`src/hdl/t1ra_defs.vh`:
```
// Constants for the T1 receive alarm detector: register map, field
// positions, reset values and timing counts.
// Assumes a 10 MHz system clock and a T1 stream of 193-bit frames.
`ifndef T1RA_DEFS_VH
`define T1RA_DEFS_VH

// Register indices on the plain register port.
`define T1RA_REG_CTRL       8'h00
`define T1RA_REG_STATUS     8'h01
`define T1RA_REG_LATCH      8'h02
`define T1RA_REG_MASK       8'h03

// Control register fields.
`define T1RA_CTRL_MODE_BIT  0
`define T1RA_CTRL_ESF_BIT   1
`define T1RA_CTRL_RST       2'h0

// Flag positions, shared by status, latch and mask registers.
`define T1RA_FLG_SYNC       0
`define T1RA_FLG_CARRIER    1
`define T1RA_FLG_REMOTE     2
`define T1RA_FLG_ALL_ONES   3
`define T1RA_FLG_RST        4'h0
`define T1RA_MASK_RST       4'h0

// Line format.
`define T1RA_LAST_BIT_POS   8'hC0
`define T1RA_LAST_FRAME     5'h18
`define T1RA_F12_FRAME      5'h0C

// Alarm thresholds.
`define T1RA_AIS_MAX_ZEROS  15'h0005
`define T1RA_LOS_ZERO_RUN   8'hC0
`define T1RA_LOS_WIN_BITS   112
`define T1RA_LOS_MIN_ONES   7'h0E
`define T1RA_B2_WIN_SLOTS   256
`define T1RA_B2_MIN_ZEROS   9'h0FE
`define T1RA_ESF_PATTERN    16'h00FF
`define T1RA_ESF_RUN        5'h10
`define T1RA_ESF_WIN_SLOTS  16
`define T1RA_ESF_MAX_HITS   5'h0E

// Timing.
`define T1RA_SYS_CLK_HZ     10000000
`define T1RA_AIS_WIN_MS     3
`define T1RA_AIS_WIN_CYC    (`T1RA_AIS_WIN_MS * (`T1RA_SYS_CLK_HZ / 1000))

`endif

```
`src/hdl/t1ra_alarm_top.v`:
```
// Receive alarm detector for one T1 framer, with status, latched
// status, mask and control registers on a plain register port.
// Assumes the line pins, line clock and framer markers are asynchronous.
//
// Overview of operation
// - The all-ones alarm sets when a 3 ms window holds 5 or fewer zeros.
// - The all-ones alarm clears when a 3 ms window holds 6 or more zeros.
// - In bit-2 mode the remote alarm sets when 254 of 256 slots show bit 2 zero.
// - In bit-2 mode the remote alarm clears when fewer than 254 of 256 do.
// - Mode select 0 picks the bit-2 method and 1 the twelfth framing-bit method.
// - In twelfth-bit mode the alarm sets after that bit is one twice in a row.
// - In twelfth-bit mode the alarm clears after that bit is zero twice in a row.
// - In ESF the alarm sets after 16 consecutive 00FF patterns on the data link.
// - In ESF the alarm clears when 14 or fewer of 16 pattern slots hold 00FF.
// - Carrier loss sets after 192 consecutive zero bits.
// - Carrier loss clears when 14 of 112 bits, counted from the first one, are ones.
// - The all-ones detector tolerates bit errors and ignores framed all ones.
// - Four alarm flags are exposed: all ones, carrier loss, sync loss, remote.
`timescale 1ns/1ps
`include "t1ra_defs.vh"
module t1ra_alarm_top #(
  parameter AIS_WIN_CYC = `T1RA_AIS_WIN_CYC
) (
  input  wire       i_sys_clk,             // System clock, 10 MHz.
  input  wire       i_sys_rst,             // Synchronous reset, active high.
  input  wire       i_rx_line_clk,         // Recovered receive clock pin.
  input  wire       i_rx_positive_line_in, // Positive rail of received data.
  input  wire       i_rx_negative_line_in, // Negative rail of received data.
  input  wire       i_rx_frame_mark,       // High during each framing bit.
  input  wire       i_rx_mframe_mark,      // High during framing bit of frame 1.
  input  wire       i_rx_sync_loss,        // Loss of frame sync from the framer.
  input  wire [7:0] i_addr,                // Register index.
  input  wire [7:0] i_wr_data,             // Write data.
  input  wire       i_wr_stb,              // Write strobe.
  input  wire       i_rd_stb,              // Read strobe.
  output reg  [7:0] o_rd_data,             // Read data, one cycle after strobe.
  output reg        o_irq,                 // Interrupt, active high level.
  output reg        o_all_ones_alarm_flag, // Unframed all ones received.
  output reg        o_remote_alarm_flag,   // Remote alarm received.
  output reg        o_carrier_loss_flag,   // Carrier loss.
  output reg        o_sync_loss_flag       // Loss of frame sync.
);

  // Next position of a wrapping counter that starts at zero or one.
  function [7:0] wrap_next;
    input [7:0] val;
    input [7:0] last;
    input [7:0] first;
    begin
      if (val == last) begin
        wrap_next = first;
      end else begin
        wrap_next = val + 8'h01;
      end
    end
  endfunction

  // Every line, marker and sync-loss pin passes two flops before any logic reads it.
  reg  [5:0] meta_q;
  reg  [5:0] sync_q;
  reg        line_clk_prev_q;
  wire [5:0] pins;
  wire       bit_stb;
  wire       rx_one;
  wire       frame_mark;
  wire       mframe_mark;

  assign pins = {i_rx_sync_loss, i_rx_mframe_mark, i_rx_frame_mark,
                 i_rx_negative_line_in, i_rx_positive_line_in, i_rx_line_clk};

  always @(posedge i_sys_clk) begin
    if (i_sys_rst) begin
      meta_q          <= 6'h00;
      sync_q          <= 6'h00;
      line_clk_prev_q <= 1'b0;
    end else begin
      meta_q          <= pins;
      sync_q          <= meta_q;
      line_clk_prev_q <= sync_q[0];
    end
  end

  // Data are taken on the rising edge of the line clock; since the pins
  // share the same two-flop path, they stay aligned to that edge.
  assign bit_stb     = sync_q[0] & ~line_clk_prev_q;
  assign rx_one      = sync_q[1] | sync_q[2];
  assign frame_mark  = sync_q[3];
  assign mframe_mark = sync_q[4];

  // Control and mask registers.
  reg  [1:0] ctrl_q;
  reg  [3:0] mask_q;
  wire       mode_sel;
  wire       esf_sel;

  assign mode_sel = ctrl_q[`T1RA_CTRL_MODE_BIT];
  assign esf_sel  = ctrl_q[`T1RA_CTRL_ESF_BIT];

  // Bit and frame position tracking from the framer markers.
  reg  [7:0] bit_pos_q;
  reg  [4:0] frame_q;
  wire [7:0] cur_pos;
  wire [7:0] frame_next;
  wire [4:0] cur_frame;
  wire       is_fbit;
  wire       is_bit2;

  assign cur_pos    = frame_mark ? 8'h00 :
                      wrap_next(bit_pos_q, `T1RA_LAST_BIT_POS, 8'h00);
  assign is_fbit    = (cur_pos == 8'h00);
  assign is_bit2    = ~is_fbit & (cur_pos[2:0] == 3'h2);
  assign frame_next = wrap_next({3'h0, frame_q}, {3'h0, `T1RA_LAST_FRAME}, 8'h01);
  assign cur_frame  = mframe_mark ? 5'h01 : frame_next[4:0];

  always @(posedge i_sys_clk) begin
    if (i_sys_rst) begin
      bit_pos_q <= 8'h00;
      frame_q   <= 5'h01;
    end else if (bit_stb) begin
      bit_pos_q <= cur_pos;
      if (is_fbit) begin
        frame_q <= cur_frame;
      end
    end
  end

  // All-ones alarm: zeros counted over a timed window. A framed all-ones
  // signal still carries framing zeros, so it never falls below the limit.
  wire        ais_done;
  wire [14:0] ais_total;
  reg         ais_q;

  t1ra_window #(.LEN(AIS_WIN_CYC), .W(15)) u_ais_win (
    .i_sys_clk (i_sys_clk),
    .i_sys_rst (i_sys_rst),
    .i_restart (1'b0),
    .i_step    (1'b1),
    .i_hit     (bit_stb & ~rx_one),
    .o_done    (ais_done),
    .o_total   (ais_total)
  );

  always @(posedge i_sys_clk) begin
    if (i_sys_rst) begin
      ais_q <= 1'b0;
    end else if (ais_done) begin
      ais_q <= (ais_total <= `T1RA_AIS_MAX_ZEROS);
    end
  end

  // Carrier loss: run of zeros sets, ones in a window from the first one clear.
  reg  [7:0] zrun_q;
  reg        los_q;
  reg        los_win_act_q;
  wire       los_step;
  wire       los_done;
  wire [6:0] los_total;

  assign los_step = los_q & bit_stb & (los_win_act_q | rx_one);

  t1ra_window #(.LEN(`T1RA_LOS_WIN_BITS), .W(7)) u_los_win (
    .i_sys_clk (i_sys_clk),
    .i_sys_rst (i_sys_rst),
    .i_restart (~los_q),
    .i_step    (los_step),
    .i_hit     (rx_one),
    .o_done    (los_done),
    .o_total   (los_total)
  );

  always @(posedge i_sys_clk) begin
    if (i_sys_rst) begin
      zrun_q        <= 8'h00;
      los_q         <= 1'b0;
      los_win_act_q <= 1'b0;
    end else begin
      if (bit_stb) begin
        if (rx_one) begin
          zrun_q <= 8'h00;
        end else if (zrun_q != `T1RA_LOS_ZERO_RUN) begin
          zrun_q <= zrun_q + 8'h01;
        end
      end
      if (zrun_q == `T1RA_LOS_ZERO_RUN) begin
        los_q <= 1'b1;
      end else if (los_done && los_total >= `T1RA_LOS_MIN_ONES) begin
        los_q <= 1'b0;
      end
      // A failed window waits for the next one before starting again.
      if (!los_q || los_done) begin
        los_win_act_q <= 1'b0;
      end else if (los_step) begin
        los_win_act_q <= 1'b1;
      end
    end
  end

  // D4 bit-2 remote alarm over blocks of 256 channel timeslots.
  wire       b2_done;
  wire [8:0] b2_total;
  reg        ras_b2_q;

  t1ra_window #(.LEN(`T1RA_B2_WIN_SLOTS), .W(9)) u_b2_win (
    .i_sys_clk (i_sys_clk),
    .i_sys_rst (i_sys_rst),
    .i_restart (1'b0),
    .i_step    (bit_stb & is_bit2),
    .i_hit     (~rx_one),
    .o_done    (b2_done),
    .o_total   (b2_total)
  );

  always @(posedge i_sys_clk) begin
    if (i_sys_rst) begin
      ras_b2_q <= 1'b0;
    end else if (b2_done) begin
      ras_b2_q <= (b2_total >= `T1RA_B2_MIN_ZEROS);
    end
  end

  // D4 twelfth framing-bit remote alarm.
  reg        f12_prev_q;
  reg        ras_f12_q;
  wire       f12_stb;

  assign f12_stb = bit_stb & is_fbit & (cur_frame == `T1RA_F12_FRAME);

  always @(posedge i_sys_clk) begin
    if (i_sys_rst) begin
      f12_prev_q <= 1'b0;
      ras_f12_q  <= 1'b0;
    end else if (f12_stb) begin
      f12_prev_q <= rx_one;
      if (rx_one && f12_prev_q) begin
        ras_f12_q <= 1'b1;
      end else if (!rx_one && !f12_prev_q) begin
        ras_f12_q <= 1'b0;
      end
    end
  end

  // ESF data link: the framing bit of every odd frame. Slots are 16 link
  // bits; alignment follows the first pattern seen when no run is open.
  reg  [15:0] fdl_sh_q;
  reg  [3:0]  fdl_cnt_q;
  reg  [4:0]  esf_run_q;
  reg         ras_esf_q;
  wire        fdl_stb;
  wire [15:0] fdl_sh_d;
  wire        fdl_match;
  wire        fdl_slot;
  wire        esf_done;
  wire [4:0]  esf_total;

  assign fdl_stb   = bit_stb & is_fbit & cur_frame[0];
  assign fdl_sh_d  = {fdl_sh_q[14:0], rx_one};
  assign fdl_match = (fdl_sh_d == `T1RA_ESF_PATTERN);
  assign fdl_slot  = fdl_stb & ((fdl_cnt_q == 4'hF) |
                                (fdl_match & (esf_run_q == 5'h00)));

  t1ra_window #(.LEN(`T1RA_ESF_WIN_SLOTS), .W(5)) u_esf_win (
    .i_sys_clk (i_sys_clk),
    .i_sys_rst (i_sys_rst),
    .i_restart (~ras_esf_q),
    .i_step    (fdl_slot),
    .i_hit     (fdl_match),
    .o_done    (esf_done),
    .o_total   (esf_total)
  );

  always @(posedge i_sys_clk) begin
    if (i_sys_rst) begin
      fdl_sh_q  <= 16'h0000;
      fdl_cnt_q <= 4'h0;
      esf_run_q <= 5'h00;
      ras_esf_q <= 1'b0;
    end else begin
      if (fdl_stb) begin
        fdl_sh_q  <= fdl_sh_d;
        fdl_cnt_q <= fdl_slot ? 4'h0 : fdl_cnt_q + 4'h1;
      end
      if (fdl_slot) begin
        if (!fdl_match) begin
          esf_run_q <= 5'h00;
        end else if (esf_run_q != `T1RA_ESF_RUN) begin
          esf_run_q <= esf_run_q + 5'h01;
        end
      end
      if (esf_run_q == `T1RA_ESF_RUN && !ras_esf_q) begin
        ras_esf_q <= 1'b1;
      end else if (esf_done && esf_total <= `T1RA_ESF_MAX_HITS) begin
        ras_esf_q <= 1'b0;
      end
    end
  end

  // Flag selection and registered outputs.
  reg  [3:0] flags_prev_q;
  reg  [3:0] latch_q;
  reg  [3:0] latch_d;
  wire [3:0] flags;
  wire       ras_sel;
  wire       latch_rd;

  assign ras_sel = esf_sel ? ras_esf_q :
                   (mode_sel ? ras_f12_q : ras_b2_q);

  assign flags[`T1RA_FLG_SYNC]     = sync_q[5];
  assign flags[`T1RA_FLG_CARRIER]  = los_q;
  assign flags[`T1RA_FLG_REMOTE]   = ras_sel;
  assign flags[`T1RA_FLG_ALL_ONES] = ais_q;

  assign latch_rd = i_rd_stb & (i_addr == `T1RA_REG_LATCH);

  // A flag that rises in the cycle of a clearing read stays latched.
  always @* begin
    latch_d = latch_q;
    if (latch_rd) begin
      latch_d = 4'h0;
    end
    latch_d = latch_d | (flags & ~flags_prev_q);
  end

  always @(posedge i_sys_clk) begin
    if (i_sys_rst) begin
      flags_prev_q          <= `T1RA_FLG_RST;
      latch_q               <= `T1RA_FLG_RST;
      o_irq                 <= 1'b0;
      o_all_ones_alarm_flag <= 1'b0;
      o_remote_alarm_flag   <= 1'b0;
      o_carrier_loss_flag   <= 1'b0;
      o_sync_loss_flag      <= 1'b0;
    end else begin
      flags_prev_q          <= flags;
      latch_q               <= latch_d;
      o_irq                 <= |(latch_d & mask_q);
      o_all_ones_alarm_flag <= flags[`T1RA_FLG_ALL_ONES];
      o_remote_alarm_flag   <= flags[`T1RA_FLG_REMOTE];
      o_carrier_loss_flag   <= flags[`T1RA_FLG_CARRIER];
      o_sync_loss_flag      <= flags[`T1RA_FLG_SYNC];
    end
  end

  // Register port: writes take effect at once, reads answer next cycle.
  // Unmapped indices read as zero and ignore writes.
  always @(posedge i_sys_clk) begin
    if (i_sys_rst) begin
      ctrl_q    <= `T1RA_CTRL_RST;
      mask_q    <= `T1RA_MASK_RST;
      o_rd_data <= 8'h00;
    end else begin
      if (i_wr_stb) begin
        case (i_addr)
          `T1RA_REG_CTRL: begin
            ctrl_q <= i_wr_data[1:0];
          end
          `T1RA_REG_MASK: begin
            mask_q <= i_wr_data[3:0];
          end
          default: begin
          end
        endcase
      end
      o_rd_data <= 8'h00;
      if (i_rd_stb) begin
        case (i_addr)
          `T1RA_REG_CTRL: begin
            o_rd_data <= {6'h00, ctrl_q};
          end
          `T1RA_REG_STATUS: begin
            o_rd_data <= {4'h0, flags};
          end
          `T1RA_REG_LATCH: begin
            o_rd_data <= {4'h0, latch_q | (flags & ~flags_prev_q)};
          end
          `T1RA_REG_MASK: begin
            o_rd_data <= {4'h0, mask_q};
          end
          default: begin
            o_rd_data <= 8'h00;
          end
        endcase
      end
    end
  end

endmodule // t1ra_alarm_top

```
`src/hdl/t1ra_window.v`:
```
// Counts hits over a fixed number of steps and reports the total at the
// end of every window.
// Assumes i_step and i_hit come from logic on the same clock.
`timescale 1ns/1ps
module t1ra_window #(
  parameter LEN = 256,
  parameter W   = 9
) (
  input  wire         i_sys_clk, // System clock.
  input  wire         i_sys_rst, // Synchronous reset, active high.
  input  wire         i_restart, // Holds the window at its start.
  input  wire         i_step,    // Advances the window by one position.
  input  wire         i_hit,     // Counts this position as a hit.
  output reg          o_done,    // One-cycle pulse at window end.
  output reg  [W-1:0] o_total    // Hits in the window just ended.
);
  localparam [W-1:0] LAST = LEN[W-1:0] - {{(W-1){1'b0}}, 1'b1};

  reg  [W-1:0] pos_q;
  reg  [W-1:0] cnt_q;
  wire [W-1:0] cnt_inc;

  assign cnt_inc = cnt_q + {{(W-1){1'b0}}, i_hit};

  always @(posedge i_sys_clk) begin
    if (i_sys_rst || i_restart) begin
      pos_q   <= {W{1'b0}};
      cnt_q   <= {W{1'b0}};
      o_done  <= 1'b0;
      o_total <= {W{1'b0}};
    end else begin
      o_done <= 1'b0;
      if (i_step) begin
        if (pos_q == LAST) begin
          o_done  <= 1'b1;
          o_total <= cnt_inc;
          pos_q   <= {W{1'b0}};
          cnt_q   <= {W{1'b0}};
        end else begin
          pos_q <= pos_q + {{(W-1){1'b0}}, 1'b1};
          cnt_q <= cnt_inc;
        end
      end
    end
  end
endmodule // t1ra_window
```
`config.mk`:
```
export PLATFORM = sky130hd
export DESIGN_NAME = t1ra_alarm_top
export DESIGN_NICKNAME = d
export VERILOG_FILES = /design/src/hdl/t1ra_alarm_top.v /design/src/hdl/t1ra_window.v
export VERILOG_INCLUDE_DIRS = /design/src /design/src/hdl
export SDC_FILE = /design/constraint.sdc
export NUM_CORES = 1
export LEC_CHECK = 0
export ABC_AREA = 1
export BUFFER_PORTS_ARGS = -buffer_cell sky130_fd_sc_hd__buf_2
export CAP_MARGIN = 20
export CORE_UTILIZATION = 45
export DETAILED_ROUTE_END_ITERATION = 10
export PLACE_DENSITY = 0.73
export RECOVER_POWER = 25
export SYNTH_ARGS = -nofsm -noshare
export SYNTH_HDL_FRONTEND = slang
export SYNTH_SLANG_ARGS = --single-unit
```
`constraint.sdc`:
```
create_clock -name i_sys_clk -period 4.4 [get_ports i_sys_clk]
set_input_delay 0.44 -clock i_sys_clk [delete_from_list [all_inputs] [get_ports i_sys_clk]]
set_output_delay 0.44 -clock i_sys_clk [all_outputs]
set_load 0.02 [all_outputs]
```
---- Yosys cells after proc, flatten, opt, wreduce, memory -nomap -nowiden ----
Cells that the tools add are included.
cells by class
  $add $sub $neg .......................... 13
  $lt $le $gt $ge ......................... 4
  equality and inequality tests ........... 18
  muxes and demuxes ....................... 29
  bitwise operators ....................... 29
  reduce and logical (&&, ||, !) cells .... 35
operators with widths
  cell                                                                                count
  8-bit 2-to-1 mux                                                                    4
  5-bit 2-to-1 mux                                                                    6
  9-bit 2-to-1 mux                                                                    2
  2-bit AND reduction                                                                 9
  8-bit by 1-bit adder with 8-bit output (second input constant)                      2
  16-bit by 8-bit == test with 1-bit output (second input constant)                   1
  8-bit by 2-bit == test with 1-bit output (second input constant)                    2
  8-bit == test (second input constant)                                               2
  8-bit zero test                                                                     2
  4-bit case mux with 4 select lines                                                  1
  15-bit by 1-bit adder with 15-bit output                                            1
  15-bit by 1-bit adder with 15-bit output (second input constant)                    1
  5-bit by 1-bit adder with 5-bit output (second input constant)                      3
  15-bit == test (second input constant)                                              1
  15-bit by 3-bit less-or-equal comparator with 1-bit output (second input constant)  1
  7-bit 2-to-1 mux                                                                    2
  1-bit bitwise AND                                                                   12
  1-bit 2-to-1 mux                                                                    12
  2-bit OR reduction                                                                  6
  5-bit by 4-bit == test with 1-bit output (second input constant)                    2
  5-bit == test (second input constant)                                               2
  9-bit by 1-bit adder with 9-bit output                                              1
  9-bit by 1-bit adder with 9-bit output (second input constant)                      1
  9-bit by 8-bit == test with 1-bit output (second input constant)                    1
  other kinds (26)                                                                    51
word-level totals
  register bits ........................... 204
  input bits .............................. 26
  output and inout bits ................... 13
  logic and storage cells ................. 170

---- Longest topological paths before layout ----
Gate-level depths: netlist of the first run.
  word-level depth ........................ 9
  gate-level depth with buffers ........... 16
  depth with buffers taken out ............ 15

---- Modules after synthesis ----
From an unflattened synthesis of the first run, not the netlist that was laid out.
second synthesis, totals
  cell total of the unflattened synthesis .. 1,276
  area, all modules ....................... 9,272.6 um2
modules (own cells, without submodules)
  module                    instances  cells each  area an instance (um2)  sequential area each (um2)
  t1ra_alarm_top            1          557         4,087.7                 1,681.6
  t1ra_window at u_ais_win  1          310         2,223.4                 920.9
  t1ra_window at u_b2_win   1          183         1,278.7                 560.5
  t1ra_window at u_los_win  1          139         991.0                   440.4
  t1ra_window at u_esf_win  1          87          691.9                   320.3

---- Least setup slack after synthesis of the first run ----
Ideal clock, no wire load.
  path kind ............................... register to register
  from .................................... register sync_q[0]
  to ...................................... register u_ais_win.o_total[14]
  setup time .............................. 0.074 ns
  data arrival time ....................... 2.327 ns
  required time ........................... 4.326 ns
  path slack .............................. 1.999 ns
  stages on the path, launching flop included .. 17
  buffers on the path ..................... 1
  clock period less this slack ............ 2.401 ns
  cells stage by stage .................... dfxtp_1 > inv_1 > nor2_1 > buf_4 > inv_1 > nor2_1 > ha_1 > ha_1 > nand3_1 > nor3_1 > nand2_1 > inv_1 > nand3_1 > nor3_1 > xor2_1 > inv_1 > o21ai_0
on the way
  word-level cells in the longest chain between the ends .. 3
RTL lines
  item                                      line                  text
  from (decl)                               t1ra_alarm_top.v:60   reg [5:0] sync_q;
  from (signal assigned)                    t1ra_alarm_top.v:78   sync_q <= meta_q;
  1-bit bitwise AND                         t1ra_alarm_top.v:85   assign bit_stb = sync_q[0] & ~line_clk_prev_q;
  1-bit bitwise AND                         t1ra_alarm_top.v:138  .i_hit (bit_stb & ~rx_one),
  15-bit by 1-bit adder with 15-bit output  t1ra_window.v:23      assign cnt_inc = cnt_q + {{(W-1){1'b0}}, i_hit};
  to (signal assigned)                      t1ra_window.v:30      o_total <= {W{1'b0}};
  to (signal assigned)                      t1ra_window.v:36      o_total <= cnt_inc;
  to (decl)                                 t1ra_window.v:15      output reg [W-1:0] o_total
Every way passes these cells.
A chain may end at the register's enable or synchronous reset.

==> run_results.csv, run 1 <==
group,metric,value,unit
detailed_routing,drt_drc_violations_left,13,
synthesis,sequential_element_share_of_the_synthesized_area,45.9,%
cells_and_area,diodes,0,
sta,worst_slew_margin_rel,-48.0,%
power,pwr-share-seq,52.1,%
synthesis,synth_warnings,0,
synthesis,number_of_enable_type_register_cells_in_the_synthesized_netlist,0,
place,port_buffers,30,
floorplan,floorplan.rows,49,
setup_path,reg2reg_slack,1.60,ns
cts,cts-root-to-sink-buffers,2,
sta,timing.final.crit_share,74.2,%
cts,cts_inserted_buffers,17,
floorplan,floorplan.die.width,139,µm
setup_path,worstSetupStartpoint,"i_sys_rst",
cts,htree_levels,4,
setup_path,r2r_cells,16,
power,power_per_cell_area,368,nW/µm²
sta,worst_slew_pin_slew,2.22,ns
setup_path,timing.rr.end,"u_ais_win.o_total[14]",
sta,timing_hold_violations_final,0,
synthesis,syn-cell-area,8420,µm²
global_route,grt_max_degree,55,
synthesis,synth_commonest_cells,"sky130_fd_sc_hd__dfxtp_1 (193), sky130_fd_sc_hd__nand2_1 (161), sky130_fd_sc_hd__nor2_1 (154)",
global_route,global_route.peak_usage_layer,"met2",
place,gpl.final_weighted_congestion,0.891,
synthesis,yosys_most_used_dff,"sky130_fd_sc_hd__dfxtp_1",
cts,clk_pin_slew_worst_paths,0.07,ns
power,comb_power_share,3.7,%
synthesis,synth_largest_type_area_fraction,45.9,%
sta,min_period,3.26,ns
floorplan,floorplan.io_pins,39,
synthesis,synth_top_cells_by_area,"sky130_fd_sc_hd__dfxtp_1 (46%), sky130_fd_sc_hd__nand2_1 (7.2%), sky130_fd_sc_hd__nor2_1 (6.9%)",
power,share_clk_of_total_power,44.2,%
place,place_hpwl,10.8,mm
global_route,global_route.overflow_total,0,
setup_path,crit_end,"los_q",
global_route,grtUsageMet2,30.2,%
cts,clock_sink_count,193,
floorplan,core_region_area,18100,µm²
sta,worst_clock_skew,0.00966,ns
cts,worst_skew_pair.late_latency,0.43,ns
cells_and_area,area_growth,10.1,%
power,power_switching_share,23.7,%
status,run_status,"finished, violations left",
run,max-cap-violations,1,
synthesis,ys_async_sr_fraction,0,%
floorplan,floorplan.initialDensity,46.4,%
sta,grt_setup_unrepaired,"false",
setup_path,cp.arrival,3.48,ns
sta,setup-violations-final,0,
sta,timing_max_transition_violations_final,45,
detailed_routing,drtIter0Drc,431,
global_route,globalRouteTotalUtil,17.6,%
floorplan,fp.dieArea,19300,µm²
synthesis,synth_cell_types,48,
global_route,met3_resource_use_gr,4.04,%
global_route,grt_pass1_wl,28.4,mm
power,intPower,2600,µW
global_route,grt_use_met1,21.8,%
detailed_routing,first_pass_iters,8,
detailed_routing,postRouteAntennaNets,0,
setup_path,timing.critical_path.from_type,"primary input",
synthesis,post_synth_inst_count,1101,
cts,tritoncts_clock_tree,"built",
power,net-switching-power,807,µW
worst_hold_path,timing.hold.worst.class,"primary input to flop",
global_route,antenna_found_initial,0,
floorplan,die-height,139,µm
power,ir_drop,250,µV
synthesis,post_synthesis_register_bit_count,193,
synthesis,post-synth-top-area-cell,"sky130_fd_sc_hd__dfxtp_1",
detailed_routing,totalWireLength,16.0,mm
sta,hold_ws,0.212,ns
setup_path,cp_max_fo,44,
cts,cts-hold-fix-buffers,0,
setup_path,worstPathRequired,4.62,ns
cts,post-cts-setup-buffer-count,0,
cells_and_area,finalNetCount,1172,
setup_path,worst-setup-path-type,"primary input to flop",
cells_and_area,post_route_cells_drive_above_1_share,7.12,%
power,power_leakage,0.00360,µW
cts,cts_resized,0,
setup_path,end_kind,"flop",
sta,finalSetupTns,0,ns
sta,achievable-frequency,0.306,GHz
synthesis,synth.most_common_cell,"sky130_fd_sc_hd__dfxtp_1",
cts,ctsRootBufferMaster,"sky130_fd_sc_hd__clkbuf_16",
status,failing_checks,"design-rule violations, max-capacitance violations, max-slew violations",
global_route,first_global_vias,6507,
detailed_routing,drt-vias-per-instance,4.98,
detailed_routing,routedWlPerCell,11.7,µm
synthesis,syn-mean-instance-area,7.65,µm²
detailed_routing,detailroute.via_count,6809,
setup_path,timing.rr.start,"sync_q[0]",
-- worst min path at each step --
stage                     cells past startpoint             start        end  slack, ns
final                                         3   i_rx_frame_mark  meta_q[3]       0.21
after global routing                          3  i_rx_mframe_mark  meta_q[4]       0.22
after CTS                                     3   i_rx_frame_mark  meta_q[3]       0.19
after detailed placement                      2         meta_q[3]  sync_q[3]       0.40
after global placement                        2         meta_q[3]  sync_q[3]       0.39
after floorplan                               2         meta_q[0]  sync_q[0]       0.39
-- registers in the layout, summed over array words and instances, names as in the netlist, 6 cells and up --
register,cells
u_b2_win.pos_q,9
fdl_sh_q,15
u_los_win.cnt_q,7
u_b2_win.o_total,8
u_los_win.o_total,6
u_ais_win.pos_q,15
meta_q,6
u_ais_win.o_total,14
sync_q,6
u_los_win.pos_q,7
u_ais_win.cnt_q,15
u_b2_win.cnt_q,9
bit_pos_q,8
zrun_q,8
-- per-stage QoR --
step	cells	setup slack (ns)	util (%)	power (µW)	instance area [µm²]
6_report	1366	1.14	51.1	3410	9270
5_1_grt	1366	0.829	51.1	3530	9270
4_1_cts	1366	1.53	51.3	3450	9300
3_5_place_dp	1334	1.57	48.1	1940	8720
3_3_place_gp	1334	1.63	48.1	1940	8720
2_1_floorplan	1104	2.00	-	1910	8430
-- cell type report --
class	instances	area, µm²
clock buffer	17	425
clock inverter	15	156
fill	1729	8880
inverter	145	547
multi-input combinational	734	3830
sequential	193	3860
tap	229	287
timing repair buffer	33	156
-- cell usage in the layout, fill, tap and decap left out, types with 3 or more instances in the layout --
cell                        count
sky130_fd_sc_hd__nand3_2        4
sky130_fd_sc_hd__nor2_1       156
sky130_fd_sc_hd__nor4_1        10
sky130_fd_sc_hd__clkinv_2       3
sky130_fd_sc_hd__nand3_1       83
sky130_fd_sc_hd__ha_1          22
sky130_fd_sc_hd__nand4_1       20
sky130_fd_sc_hd__nor2_4         5
sky130_fd_sc_hd__a211oi_1      14
sky130_fd_sc_hd__nor3_1        26
sky130_fd_sc_hd__a31oi_1        3
sky130_fd_sc_hd__clkbuf_16     17
sky130_fd_sc_hd__a21oi_1       69
sky130_fd_sc_hd__inv_1        138
sky130_fd_sc_hd__and3_1         3
sky130_fd_sc_hd__inv_6          4
sky130_fd_sc_hd__o21ai_0       73
sky130_fd_sc_hd__inv_2          4
sky130_fd_sc_hd__clkbuf_1      11
sky130_fd_sc_hd__dfxtp_1      193
sky130_fd_sc_hd__nor3b_1        9
sky130_fd_sc_hd__xnor2_1       14
sky130_fd_sc_hd__or2_2          5
sky130_fd_sc_hd__nand2_1      162
sky130_fd_sc_hd__xor2_1        24
sky130_fd_sc_hd__o22ai_1        3
sky130_fd_sc_hd__buf_2         20
sky130_fd_sc_hd__conb_1         4
-- worst max-delay path, stage by stage --
cell and delay, ns:
sky130_fd_sc_hd__clkbuf_1 0.10, sky130_fd_sc_hd__clkbuf_1 1.58, sky130_fd_sc_hd__nor2_1 0.51, sky130_fd_sc_hd__inv_1 0.47, sky130_fd_sc_hd__nor2_1 0.10, sky130_fd_sc_hd__a31oi_1 0.15, sky130_fd_sc_hd__o21ai_0 0.10
-- power groups by stage --
| stage | sequential, µW | clock [µW] | combinational, µW |
|---|---|---|---|
| 2_1_floorplan | 1810 | 0 | 96.3 |
| 3_3_place_gp | 1810 | 0 | 125 |
| 3_5_place_dp | 1820 | 0 | 127 |
| 4_1_cts | 1770 | 1540 | 128 |
| 5_1_grt | 1780 | 1610 | 144 |
| 6_report | 1770 | 1510 | 126 |
-- kinds of logic after synthesis --
kind of cell | count (synthesis) | synth area share [%]
AO/OA/AOI/OAI | 173 | 11.2
other | 1 | 0.0445
multiplexers | 2 | 0.238
XOR/XNOR | 38 | 3.95
buffers and inverters | 177 | 8.49
AND/OR/NAND/NOR | 495 | 26.9
adder cells (fa/ha/maj) | 22 | 3.27
flip-flops | 193 | 45.9
-- layer usage --
layer | up-vias | share of wire, %
met5 | - | 0
met4 | 0 | 1.6
met3 | 20 | 3.5
met2 | 106 | 46
met1 | 3045 | 49
li1 | 3638 | -
Note: power is estimated with default switching activity, not from simulation.
==> inputs of run 2 (changes only) <==
Settings changed: ABC_AREA 1 to 0.
Clock period 4.4 ns to 3.2 ns, I/O delays scaled along.
==> run_results.csv, run 2 <==
group,metric,value,unit
sta,timing_hold_violations_final,0,
cts,clock_sink_count,193,
cells_and_area,area_growth,11.7,%
synthesis,synth_warnings,0,
global_route,first_global_vias,6063,
cells_and_area,final_common_cell,"sky130_fd_sc_hd__dfxtp_1",
global_route,antenna_found_initial,0,
cts,htree_levels,4,
sta,finalSetupTns,0,ns
cts,clk_pin_slew_worst_paths,0.07,ns
status,run_status,"finished, violations left",
synthesis,syn-mean-instance-area,8.90,µm²
cts,worst_skew_pair.late_latency,0.43,ns
cells_and_area,fillerInstances,1673,
place,gpl.final_weighted_congestion,0.790,
cells_and_area,fin_area,9250,µm²
place,placed_cells_incl_taps,1163,
detailed_routing,drtIter0Drc,388,
cts,post-cts-setup-buffer-count,0,
cells_and_area,final_cell_count_no_fill,1196,
detailed_routing,routedWlPerCell,13.2,µm
synthesis,synth_fa_ha_area_share,3.32,%
floorplan,fp.dieArea,19000,µm²
detailed_routing,detailroute.via_count,6375,
floorplan,die-height,138,µm
synthesis,synth_top_family_by_area,"simple AND/OR/NAND/NOR gates",
global_route,grt_max_degree,59,
power,intPower,3630,µW
setup_path,timing.critical_path.from_type,"flop",
cts,cts-root-to-sink-buffers,2,
power,share_clk_of_total_power,45.9,%
cells_and_area,diodes,0,
sta,worst_slew_margin_rel,-65.6,%
power,power_per_cell_area,507,nW/µm²
synthesis,post-synth-top-area-cell,"sky130_fd_sc_hd__dfxtp_1",
cts,cts_inserted_buffers,17,
power,ir_drop,416,µV
setup_path,worstPathRequired,3.51,ns
worst_hold_path,timing.hold.worst.class,"primary input to flop",
sta,achievable-frequency,0.381,GHz
power,power_leakage,0.00345,µW
cells_and_area,final-seq-area,3860,µm²
detailed_routing,postRouteAntennaNets,0,
setup_path,path_cells,"inv_1 -> ha_1 -> inv_1 -> or3_1 -> o21ba_2 -> nand3_1 -> nor3_2 -> buf_4 -> or2_2 -> nor2_1",
synthesis,synth_largest_type_area_fraction,46.6,%
cts,ctsRootBufferMaster,"sky130_fd_sc_hd__clkbuf_16",
floorplan,floorplan.initialDensity,46.0,%
setup_path,end_kind,"flop",
synthesis,synth_area_in_compound_gates,11.0,%
synthesis,number_of_enable_type_register_cells_in_the_synthesized_netlist,0,
place,port_buffers,30,
cells_and_area,post_route_cells_drive_above_1_share,9.10,%
sta,setup-violations-final,0,
setup_path,critPathMaxStageDelay,0.43,ns
sta,timing.final.crit_share,82.1,%
setup_path,cp_max_fo,16,
status,failing_checks,"max-capacitance violations, max-slew violations",
synthesis,sequential_element_share_of_the_synthesized_area,46.6,%
cells_and_area,commonest_non_fill_non_tap_cells_in_the_layout,"sky130_fd_sc_hd__dfxtp_1 (193), sky130_fd_sc_hd__nor2_1 (147), sky130_fd_sc_hd__nand2_1 (54)",
run,max-cap-violations,1,
place,place_hpwl,10.8,mm
setup_path,critical_path.slowest_cell,"sky130_fd_sc_hd__dfxtp_1",
synthesis,post_synth_mux_area_share,4.50,%
cells_and_area,biggestRegsByFlops,"fdl_sh_q x15, u_ais_win.cnt_q x15, u_ais_win.pos_q x15",
cells_and_area,finalNetCount,1002,
detailed_routing,totalWireLength,15.8,mm
detailed_routing,drt-vias-per-instance,5.33,
setup_path,worst-setup-path-type,"flop to flop",
power,comb_power_share,2.4,%
global_route,global_route.overflow_total,0,
detailed_routing,drt_drc_violations_left,0,
power,design_power_total,4690,µW
detailed_routing,first_pass_iters,4,
setup_path,crit_path_frequent_cell,"sky130_fd_sc_hd__inv_1",
synthesis,synthSimpleGateAreaFrac,24.5,%
global_route,grt_pass1_wl,27.6,mm
sta,worst_slew_pin_slew,2.48,ns
synthesis,post_synth_inst_count,931,
cts,tritoncts_clock_tree,"built",
sta,timing_max_transition_violations_final,59,
synthesis,yosys_most_used_dff,"sky130_fd_sc_hd__dfxtp_1",
synthesis,ys_async_sr_fraction,0,%
sta,grt_setup_unrepaired,"false",
power,power_switching_share,22.5,%
synthesis,synth_commonest_cells,"sky130_fd_sc_hd__dfxtp_1 (193), sky130_fd_sc_hd__nor2_1 (147), sky130_fd_sc_hd__nand2_1 (54)",
power,net-switching-power,1060,µW
floorplan,floorplan.io_pins,39,
global_route,globalRouteTotalUtil,18.2,%
sta,worst_clock_skew,0.00739,ns
synthesis,synth_cell_types,59,
cells_and_area,multiInputGateArea,4160,µm²
place,cell_area_placed,8660,µm²
synthesis,synth.most_common_cell,"sky130_fd_sc_hd__dfxtp_1",
sta,min_period,2.63,ns
floorplan,floorplan.rows,49,
synthesis,post_synthesis_register_bit_count,193,
synthesis,syn-cell-area,8290,µm²
floorplan,core_region_area,18000,µm²
power,pwr-share-seq,51.7,%
setup_path,cp.arrival,2.94,ns
cts,cts_resized,0,
cts,cts-hold-fix-buffers,0,
synthesis,yosys.area_share.xor_xnor,6.66,%
synthesis,synth_top_cells_by_area,"sky130_fd_sc_hd__dfxtp_1 (47%), sky130_fd_sc_hd__nor2_1 (6.7%), sky130_fd_sc_hd__mux2i_1 (4.2%)",
floorplan,floorplan.die.width,138,µm
-- run 2: cell count changes after synthesis, moves of 16 or more --
cell and delta:
sky130_fd_sc_hd__nand2_1 -107, sky130_fd_sc_hd__or3_1 +16, sky130_fd_sc_hd__nand3_1 -29, sky130_fd_sc_hd__and3_1 +20
sky130_fd_sc_hd__mux2i_1 +33, sky130_fd_sc_hd__o21ai_0 -36, sky130_fd_sc_hd__a21oi_1 -25, sky130_fd_sc_hd__nor2b_1 +21
sky130_fd_sc_hd__xor2_1 +16, sky130_fd_sc_hd__inv_1 -116
-- run 2: final timing paths --
path / slack, ns / depth (start not counted) / startpoint / to
setup / recovery: 0.57 / 10 / bit_pos_q[0] / u_b2_win.pos_q[3]
hold / removal: 0.11 / 2 / i_rx_frame_mark / meta_q[3]
setup reg to reg: 0.57 / 10 / bit_pos_q[0] / u_b2_win.pos_q[3]
hold reg to reg: 0.44 / 1 / meta_q[0] / sync_q[0]
-- run 2: layer usage --
| layer | vias up | global-route usage (%) | share of wire (%) |
|---|---|---|---|
| li1 | 3293 | - | - |
| met2 | 77 | 30.9 | 48 |
| met4 | 0 | 5.62 | 0.92 |
| met5 | - | 0 | 0 |
| met3 | 14 | 3.53 | 2.8 |
| met1 | 2991 | 23.2 | 49 |
-- run 2: worst max-delay path: cells and delay by family, from the launching register on --
| family | cells | cell delay (ns) |
|---|---|---|
| buf+inv | 3 | 0.38 |
| fa+ha+maj | 1 | 0.28 |
| flops | 1 | 0.43 |
| compound gates | 1 | 0.26 |
| simple gates | 5 | 1.17 |
-- run 2: layout make-up --
| type | count | share of cell area [%] |
|---|---|---|
| clock buffers | 17 | 4.60 |
| clock inverters | 15 | 1.92 |
| flip-flops and latches | 193 | 41.8 |
| repair buffers | 46 | 2.79 |
| multi-input cells | 674 | 44.9 |
| well taps | 229 | 3.10 |
| inverters | 22 | 0.892 |
-- run 2: metrics by stage --
step / utilization, % / worst slack (ns) / hold WS (ns)
3_5_place_dp: 48.0 / 0.536 / 0.428
2_1_floorplan: - / 0.650 / 0.400
3_3_place_gp: 48.0 / 0.561 / 0.422
5_1_grt: 51.3 / 0.362 / 0.104
4_1_cts: 51.4 / 0.508 / 0.0927
6_report: 51.3 / 0.572 / 0.106
-- run 2: power groups by stage --
stage               logic [µW]  clock network [µW]  registers [µW]
CTS                        114                2190            2420
global placement           112                   0            2480
detailed placement         114                   0            2480
finish                     112                2150            2420
floorplan                 77.7                   0            2480
global route               126                2280            2430
-- run 2: cells by family after synthesis --
logic type | after synthesis
other | 1
XOR/XNOR | 63
adder cells (fa/ha/maj) | 22
multiplexers | 37
flip-flops | 193
AO/OA/AOI/OAI | 145
AND/OR/NAND/NOR | 403
buffers and inverters | 67
